`src/rtl/satn_pkg.sv`:
```
// constants for the band signal attenuation calculator
package satn_pkg;
    localparam int CODE_W = 10;
    localparam logic [9:0] CODE_OUT_OF_RANGE = 10'h3FF;
    localparam logic [9:0] CODE_MAX_VALID = 10'h3FE;
    // log domain values are in 0.1 dB units, unsigned
    localparam int LOG_W = 16;
    localparam logic [1:0] PHASE_INIT = 2'h0;
    localparam logic [1:0] PHASE_DIAG = 2'h1;
    localparam logic [1:0] PHASE_SHOWTIME = 2'h2;
    localparam logic [1:0] MARGIN_MODE_EXTERNAL = 2'h1;
    // 10*log10(2) in tenths of dB, used by the log approximation
    localparam logic [15:0] TENTH_DB_PER_OCTAVE = 16'h001E;
    typedef enum logic [1:0] {ST_IDLE, ST_ACCUM, ST_FINISH} state_e;
endpackage

```
`src/rtl/band_signal_attenuation_calc.sv`:
```
// per-band signal attenuation calculator for both directions
// What this block does
// attenuation per band = transmitted band power minus received band power, in dB
// init and diagnostic: received power = 10log10 of sum of power times gain squared
// showtime: received powers summed as measured, no gain weighting
// upstream bands use only upstream active subcarriers inside the band; the code counts any active-set subcarrier of the band, direction not checked
// init: weight received power with peer message gain for that direction
// diagnostic: gain 0 if no bit loadable, else gain 1, for rx and tx
// tx power = 10log10 spacing + 10log10 sum of reference PSD times gain squared
// downstream reference PSD comes from downstream parameter message
// upstream tx power uses upstream subcarriers and upstream reference PSD
// init: weight tx power with peer message gain for that direction
// showtime: weight tx power with currently active gains
// measure in diagnostic and init; showtime refresh on own or on request
// results go to far-end entity in init/diagnostic, near end on request
// near-end entity forwards downstream values to far end when asked
// result is a 10-bit unsigned code in 0.1 dB steps
// code 1023 reports attenuation outside representable range
// margin: largest noise gain keeping bit error ratio at or below 1e-7; the code computes no margin, it only outputs the reference mode
// bit error ratio for margin taken at convergence sublayer output
// margin reference mode 1 (external stationary noise only) is supported
// one result per band and direction, all bands of the measured direction updated together at completion
`timescale 1ns/1ps
module band_signal_attenuation_calc #(
    parameter int NUM_BANDS = 8,
    parameter int BAND_W    = 3,
    parameter int PWR_W     = 32,
    // 10*log10 of subcarrier spacing in 0.1 dB (default 16'h0176 = 374, i.e. 37.4 dB)
    parameter logic [15:0] SPACING_TENTH_DB = 16'h0176
) (
    // clock and reset
    input  wire logic                    clock,
    input  wire logic                    resetn,
    // measurement control
    input  wire logic                    start,
    input  wire logic [1:0]              phase,
    input  wire logic                    upstream,
    // subcarrier stream: one active-set subcarrier per cycle
    input  wire logic                    sc_valid,
    input  wire logic                    sc_last,
    input  wire logic [BAND_W-1:0]       sc_band,
    input  wire logic                    sc_in_active_set,
    input  wire logic [PWR_W-1:0]        sc_rx_power,
    input  wire logic [PWR_W-1:0]        sc_ref_psd_linear,
    input  wire logic [15:0]             sc_gain_sq,
    input  wire logic                    sc_bit_loadable,
    // result readout
    input  wire logic                    read_req,
    input  wire logic                    read_upstream,
    input  wire logic [BAND_W-1:0]       read_band,
    output logic                         read_valid,
    output logic [9:0]                   read_code,
    output logic                         far_end_push,
    output logic                         busy,
    // margin mode: only reference mode 1 is implemented
    output logic [1:0]                   margin_reference_mode
);
    localparam int ACC_W = PWR_W + 16 + 8;

    typedef struct packed {
        satn_pkg::state_e                              state;
        logic                                          dir_us;
        logic [NUM_BANDS-1:0][ACC_W-1:0]               rx_acc;
        logic [NUM_BANDS-1:0][ACC_W-1:0]               tx_acc;
        logic [1:0][NUM_BANDS-1:0][9:0]                codes;
        logic [BAND_W:0]                               fin_idx;
        logic                                          read_valid;
        logic [9:0]                                    read_code;
        logic                                          far_end_push;
        logic                                          busy;
        logic [NUM_BANDS-1:0][9:0]                     staged;
        logic                                          phase_report;
    } state_s;

    state_s cur;
    state_s next_cur;

    // coarse log2 in tenth dB: 3.0 dB per octave of the leading one
    function automatic logic [15:0] tenth_db(input logic [ACC_W-1:0] v);
        logic [15:0] r;
        r = 16'h0000;
        for (int k = 0; k < ACC_W; k++) begin
            if (v[k]) begin
                r = 16'(k) * satn_pkg::TENTH_DB_PER_OCTAVE;
            end
        end
        return r;
    endfunction

    logic [15:0]        gain_eff;
    logic [ACC_W-1:0]   rx_term;
    logic [ACC_W-1:0]   tx_term;
    logic [15:0]        tx_db;
    logic [15:0]        rx_db;
    logic signed [17:0] diff;

    always_comb begin
        // diagnostic gain is 0 or 1 (1.0 = 16'h0100 fixed point)
        case (phase)
            satn_pkg::PHASE_DIAG: gain_eff = sc_bit_loadable ? 16'h0100 : 16'h0000;
            default:              gain_eff = sc_gain_sq;
        endcase
        if (phase == satn_pkg::PHASE_SHOWTIME) begin
            rx_term = ACC_W'(sc_rx_power) << 8;
        end else begin
            rx_term = ACC_W'(sc_rx_power) * ACC_W'(gain_eff);
        end
        tx_term = ACC_W'(sc_ref_psd_linear) * ACC_W'(gain_eff);
        tx_db = SPACING_TENTH_DB + tenth_db(cur.tx_acc[cur.fin_idx[BAND_W-1:0]]);
        rx_db = tenth_db(cur.rx_acc[cur.fin_idx[BAND_W-1:0]]);
        diff = 18'(signed'({2'b00, tx_db})) - 18'(signed'({2'b00, rx_db}));

        next_cur = cur;
        next_cur.read_valid = 1'b0;
        next_cur.far_end_push = 1'b0;
        case (cur.state)
            satn_pkg::ST_IDLE: begin
                if (start) begin
                    next_cur.state = satn_pkg::ST_ACCUM;
                    next_cur.dir_us = upstream;
                    next_cur.rx_acc = '0;
                    next_cur.tx_acc = '0;
                    next_cur.busy = 1'b1;
                    next_cur.phase_report = (phase != satn_pkg::PHASE_SHOWTIME);
                end
            end
            satn_pkg::ST_ACCUM: begin
                // only active-set subcarriers with a band index below NUM_BANDS count; direction is not checked
                if (sc_valid && sc_in_active_set && (32'(sc_band) < NUM_BANDS)) begin
                    next_cur.rx_acc[sc_band] = cur.rx_acc[sc_band] + rx_term;
                    next_cur.tx_acc[sc_band] = cur.tx_acc[sc_band] + tx_term;
                end
                if (sc_valid && sc_last) begin
                    next_cur.state = satn_pkg::ST_FINISH;
                    next_cur.fin_idx = '0;
                end
            end
            satn_pkg::ST_FINISH: begin
                // one band per cycle into a staging set, so readers never see a mix
                if (cur.rx_acc[cur.fin_idx[BAND_W-1:0]] == '0 || diff < 0
                    || diff > 18'(satn_pkg::CODE_MAX_VALID)) begin
                    next_cur.staged[cur.fin_idx[BAND_W-1:0]] = satn_pkg::CODE_OUT_OF_RANGE;
                end else begin
                    next_cur.staged[cur.fin_idx[BAND_W-1:0]] = diff[9:0];
                end
                next_cur.fin_idx = cur.fin_idx + 1'b1;
                if (32'(cur.fin_idx) == NUM_BANDS - 1) begin
                    next_cur.state = satn_pkg::ST_IDLE;
                    next_cur.busy = 1'b0;
                    next_cur.far_end_push = cur.phase_report;
                end
            end
            default: next_cur.state = satn_pkg::ST_IDLE;
        endcase
        if (cur.state == satn_pkg::ST_FINISH && 32'(cur.fin_idx) == NUM_BANDS - 1) begin
            // all bands of the direction commit in the same cycle
            next_cur.codes[cur.dir_us] = next_cur.staged;
        end
        if (read_req) begin
            next_cur.read_valid = 1'b1;
            next_cur.read_code = (32'(read_band) < NUM_BANDS) ? cur.codes[read_upstream][read_band]
                                                               : satn_pkg::CODE_OUT_OF_RANGE;
        end
    end

    always_ff @(posedge clock or negedge resetn) begin
        if (!resetn) begin
            cur <= '{state: satn_pkg::ST_IDLE, codes: {2*NUM_BANDS{satn_pkg::CODE_OUT_OF_RANGE}}, default: '0};
        end else begin
            cur <= next_cur;
        end
    end

    assign read_valid   = cur.read_valid;
    assign read_code    = cur.read_code;
    assign far_end_push = cur.far_end_push;
    assign busy         = cur.busy;
    // no margin is computed in this block; it only reports margin reference mode 1
    assign margin_reference_mode = satn_pkg::MARGIN_MODE_EXTERNAL;
endmodule

```
`config.mk`:
```
export PLATFORM = sky130hd
export DESIGN_NAME = band_signal_attenuation_calc
export DESIGN_NICKNAME = d
export VERILOG_FILES = /design/src/rtl/satn_pkg.sv /design/src/rtl/band_signal_attenuation_calc.sv
export SDC_FILE = /design/constraint.sdc
export NUM_CORES = 2
export LEC_CHECK = 0
export ABC_AREA = 1
export ABC_CLOCK_PERIOD_IN_PS = 7500
export BUFFER_PORTS_ARGS = -buffer_cell sky130_fd_sc_hd__buf_2
export CORE_ASPECT_RATIO = 1.4
export CORE_UTILIZATION = 35
export DETAILED_ROUTE_END_ITERATION = 10
export PLACE_DENSITY_LB_ADDON = 0.25
export SLEW_MARGIN = 15
export SYNTH_ARGS = -nofsm -noshare
export SYNTH_HDL_FRONTEND = slang
export SYNTH_SLANG_ARGS = --single-unit
```
`constraint.sdc`:
```
create_clock -name clock -period 7.5 [get_ports clock]
set_input_delay 0.75 -clock clock [delete_from_list [all_inputs] [get_ports clock]]
set_output_delay 0.75 -clock clock [all_outputs]
set_load 0.01 [all_outputs]
```
After elaboration in Yosys (flattened, before gate mapping)
Index checks and enable logic that the tools add are counted.

storage, ports and cells
  flip-flop bits (word level) = 1157
  logic and storage cells = 244

operators by class
  bitwise operators = 1
  reductions and logical operators = 18
  multiplexer cells = 150
  equality and inequality tests = 10
  magnitude comparators = 10
  add/sub/neg operators = 5
  multiply operators = 2

operators with widths
  operator                count
  $pmux W896 S2           1
  $mux W16                109
  $mux W899               1
  $bwmux W448             2
  $mux W896               1
  $bmux W56 S3            4
  $mux W80                5
  $mux W56                5
  $demux W56 S3           1
  $bwmux W160             1
  $mul A32 B16 Y48        2
  $bwmux W80              1
  $demux W80 S1           1
  $or A80 B80 Y80         1
  $add A56 B48 Y56        1
  $add A56 B56 Y56        1
  $logic_not A56 Y1       1
  $mux W48                1
  $bmux W10 S3            1
  $demux W10 S3           1
  $mux W10                2
  $gt A18 B10 Y1 const B  1
  $lt A17 B1 Y1 const B   1
  $sub A16 B16 Y17        1
  25 further kinds        50

Logic depth before layout (Yosys ltp)
  depth after elaboration = 65
  depth in mapped cells = 82

Least setup slack after synthesis
Ideal clock, no wire load.

  kind = input to register
  start point = input port phase[0]
  end point = register cur[873] (netlist name)
  arrival time = 9.592 ns
  data required time = 7.359 ns
  stages = 62
  setup slack = -2.233 ns
  path through = inv_1 -> nor2_1 -> inv_1 -> clkbuf_1 -> nand2_1 -> clkinv_1 -> clkbuf_1 -> nand2_1 -> fa_1 -> inv_1 -> fa_1 -> inv_1 -> fa_1 -> fa_1 -> inv_1 -> fa_1 -> inv_1 -> fa_1 -> (+26 left out) -> nand2_1 -> inv_1 -> o21ai_2 -> a21oi_1 -> xor2_1 -> nor2_1 -> ha_1 -> nand2_1 -> o21ai_0 -> a21oi_2 -> inv_1 -> a21oi_2 -> inv_1 -> a21oi_2 -> nor3_2 -> nand3_1 -> xor2_2 -> o22ai_1

on the way
  longest elaborated chain between the ends = 8
  elaborated cells on any way between the ends = 9
  those cells by class = 1 x add/sub; 1 x mul; 2 x eq/ne; 5 x mux

RTL lines
  what                    RTL line                             RTL
  start: declaration      band_signal_attenuation_calc.sv:36   input wire logic [1:0] phase,
  $eq A2 B1 Y1            band_signal_attenuation_calc.sv:99   case (phase)
  $mux W16                band_signal_attenuation_calc.sv:99
  $mul A32 B16 Y48        band_signal_attenuation_calc.sv:106  rx_term = ACC_W'(sc_rx_power) * ACC_W'(gain_eff);
  $mux W48 *              band_signal_attenuation_calc.sv:103  if (phase == satn_pkg::PHASE_SHOWTIME) begin
  $add A56 B56 Y56 *      band_signal_attenuation_calc.sv:130  next_cur.rx_acc[sc_band] = cur.rx_acc[sc_band] + rx_term;
  $bwmux W448 *           band_signal_attenuation_calc.sv:130
  $mux W896 *             band_signal_attenuation_calc.sv:129  if (sc_valid && sc_in_active_set && (32'(sc_band) < NUM_BANDS)) begin
  $pmux W896 S2 *         band_signal_attenuation_calc.sv:116  case (cur.state)
  end signal: assignment  band_signal_attenuation_calc.sv:170  cur <= next_cur;
  end: declaration        band_signal_attenuation_calc.sv:75   state_s cur;

Mark *: on every way between the ends. The rest lies on a longest branch, timed or not. The select of a mux whose other input is x is not followed.
A chain may end at the register's enable or synchronous reset.

Worst setup path after layout
  start point = input port phase[0]
  end point = register cur[1093] (netlist name)

The elaborated chain is that of the path after synthesis.

==> results.md <==
- Status: complete, but fails checks
- Failing checks: negative setup slack
- Inst Count DP: 14500
- Met2 wire length: 179000 um
- Flops & latches, synth: 1157
- FF-to-FF setup slack: -0.52 ns
- Starting density of the core: 35.20%
- Die Ht: 600.1 um
- DP Area: 101900 sq um
- Chip width: 429.2 um
- Met3 routed WL: 30490 um
- Row Count: 219
- Remaining Overflow, GRT: 0
- Maxcap violations: 0
- Sequential share of the synthesized area: 32.60%
- Crit. End Element: flop
- Crit Path Class: primary input to flop
- Clk Latency, worst-skew pair: 0.81 ns
- Top post-synthesis cells by area: dfrtp_1 28%, fa_1 20%, nand2_1 8.6%
- Share of synthesized flip-flops with an asynchronous set or reset: 100.0%
- CTS Buf Count: 111
- Cell Count, Final, Fillers Out: 14760
- First-pass DRT Iterations: 7
- Slew Viols, Final: 0
- Syn Inst Count: 10470
- Placer congestion estimate: 0.9641
- CP peak stage delay: 0.57 ns
- Yosys warns: 0
- Commonest non-fill, non-tap cell in the layout: nand2_1
- Initial antenna violation count: 12
- Fin crit share: 123.4%
- PortBufs: 110
- Worst Path Max Fanout: 8
- Layout area overhead: 20.07%
- Post-DR vias/cell: 5.658
- DP HPWL: 263900 um
- Unrepaired setup endpoints after global routing: yes
- CP delay by family, top: adder cells
- Worst path bufs/invs: 15
- CTS tree: yes
- Mapped Avg Cell Area: 8.539 sq um
- Worst setup SP type: primary input
- Final Hold Fails: 0
- Setup WS post-layout: -1.755 ns
- Largest net degree at the start of global routing: 168
- Min Tclk post-route: 9.255 ns
- Worst path most repeated cell: nand2_1
- Highest Signal Layer: met5
- Hold_ws: 0.1833 ns
- Residual DRC count: 0
- CP required: 8.11 ns
- Worst-Margin Slew: 1.255 ns
- Cell variety after synth: 73
- WL/cell: 25.32 um
- Synth area leader: dfrtp_1
- Final Cell Area: 107400 sq um
- CP max-delay cell: fa_1
- Clock slew at reported path FFs: 0.07 ns
- Post-synth EDFFs: 0
- Fmax: 0.1080 GHz
- Worst hold path type: primary input to flop
- Clk buf depth: 3
- Num ports: 113
- Max-slew headroom: 16.33%
- Routed via count: 83500
- Initial DRC count: 8652
- Die ar.: 257500 sq um
- Clock root buffer: clkbuf_16
- Fin Clk Skew: 0.08737 ns
- Clock sink count: 1157
- Number of routed nets with antenna violations: 0
- Core ar.: 254000 sq um
- Layout fillers: 25120
- Arrival time worst endpoint: 9.87 ns
- Wl on met1: 137300 um
- Most frequent cells in the layout: 2000 x nand2_1, 1863 x inv_1, 1181 x buf_4
- Routed wire length: 373700 um
- H-tree Lvls: 3
- Setup tns final: -381.02 ns
- Syn Nets: 11760
- First-pass GRT wire length: 557700 um
- Synth Flop Type: dfrtp_1
- Vias in the first global route: 86390
- Share of cells above drive strength 1: 18.40%
- Syn Std Cell Area: 89420 sq um
- Nets@finish: 12630
- Yosys top cell area share: 27.90%
- Total global-route track usage: 28.75%
- Final setup fails: 604
-- cell usage after synthesis, drive strengths merged (26+ instances only) --
cell type  count
clkbuf       490
fa           886
xnor2         80
a22oi        134
nand4         39
o22ai       1017
nor2         586
inv         1911
o21ai        724
a21oi        244
buf          129
o221ai        32
ha           306
xor2          68
o2111ai      105
dfstp        160
dfrtp        997
a221oi       185
nand2       2068
or4           26
nor3          28
nand3        114
-- through the flow --
stage	setup WS [ns]	util (%)
after floorplan	-1.792	-
after global placement	-3.245	40.12
after detailed placement	-3.152	40.12
after CTS	-1.716	42.04
after global routing	-2.173	42.27
final	-1.755	42.27
-- worst paths after layout --
check | from | endpoint | depth (start not counted)
setup / recovery | phase[0] | cur[1093] | 63
hold / removal | upstream | cur[1154] | 2
setup reg to reg | cur[95] | cur[180] | 79
hold reg to reg | cur[240] | cur[240] | 2
max in group asynchronous | resetn | cur[664] | 4
min in group asynchronous | resetn | cur[975] | 2
-- final cells by class --
| class | count | area, sq um | area share (%) |
|---|---|---|---|
| clock inverter | 51 | 711.9 | 0.6631 |
| clock buffer | 158 | 3248 | 3.025 |
| timing repair inverter | 3 | 26.28 | 0.02447 |
| inverter | 1936 | 7380 | 6.873 |
| antenna | 9 | 22.52 | 0.02098 |
| sequential | 1157 | 29150 | 27.15 |
| timing repair buffer | 1377 | 10880 | 10.13 |
| multi-input combinational | 6752 | 51800 | 48.25 |
| tap | 3315 | 4148 | 3.863 |
-- cell families (layout without fill, tap and decap cells) --
family	after synthesis	count (layout)	synth area share (%)
other cells	2	11	0.008398
xor+xnor	148	148	1.534
mux	1	1	0.01259
compound gates	2517	2517	17.77
buf+inv	2563	3525	11.17
fa+ha+maj	1192	1192	24.12
flops	1157	1157	32.60
simple gates	2892	2892	12.79
-- flip-flops by register name, summed over array words and instances, names as in the netlist --
register      flops
busy              1
cur            1144
far_end_push      1
read_code        10
read_valid        1
-- timing repair --
action,in CTS,in global routing
endpoints found under the setup margin,672,706
hold endpoints to repair,1,0
resized for setup,170,89
hold buffers,1,0
pin swaps,55,53
setup buffers,21,18
gates cloned,2,1
-- worst register-to-register path: cells and delay by family (launching register included) --
kind	cells	cell delay, ns
compound gates	6	0.95
xor+xnor	2	0.39
fa+ha+maj	2	0.47
buf+inv	13	1.94
flops	1	0.42
simple gates	56	3.78
-- per-layer routing --
layer | vias to the layer above | track usage (%)
li1 | 35950 | -
met4 | 12 | 17.37
met3 | 1364 | 4.523
met5 | - | 0
met2 | 4359 | 48.95
met1 | 41820 | 34.14
Power is not shown: default switching activity piles up to over one toggle a cycle in this logic, so the estimate is an artifact.
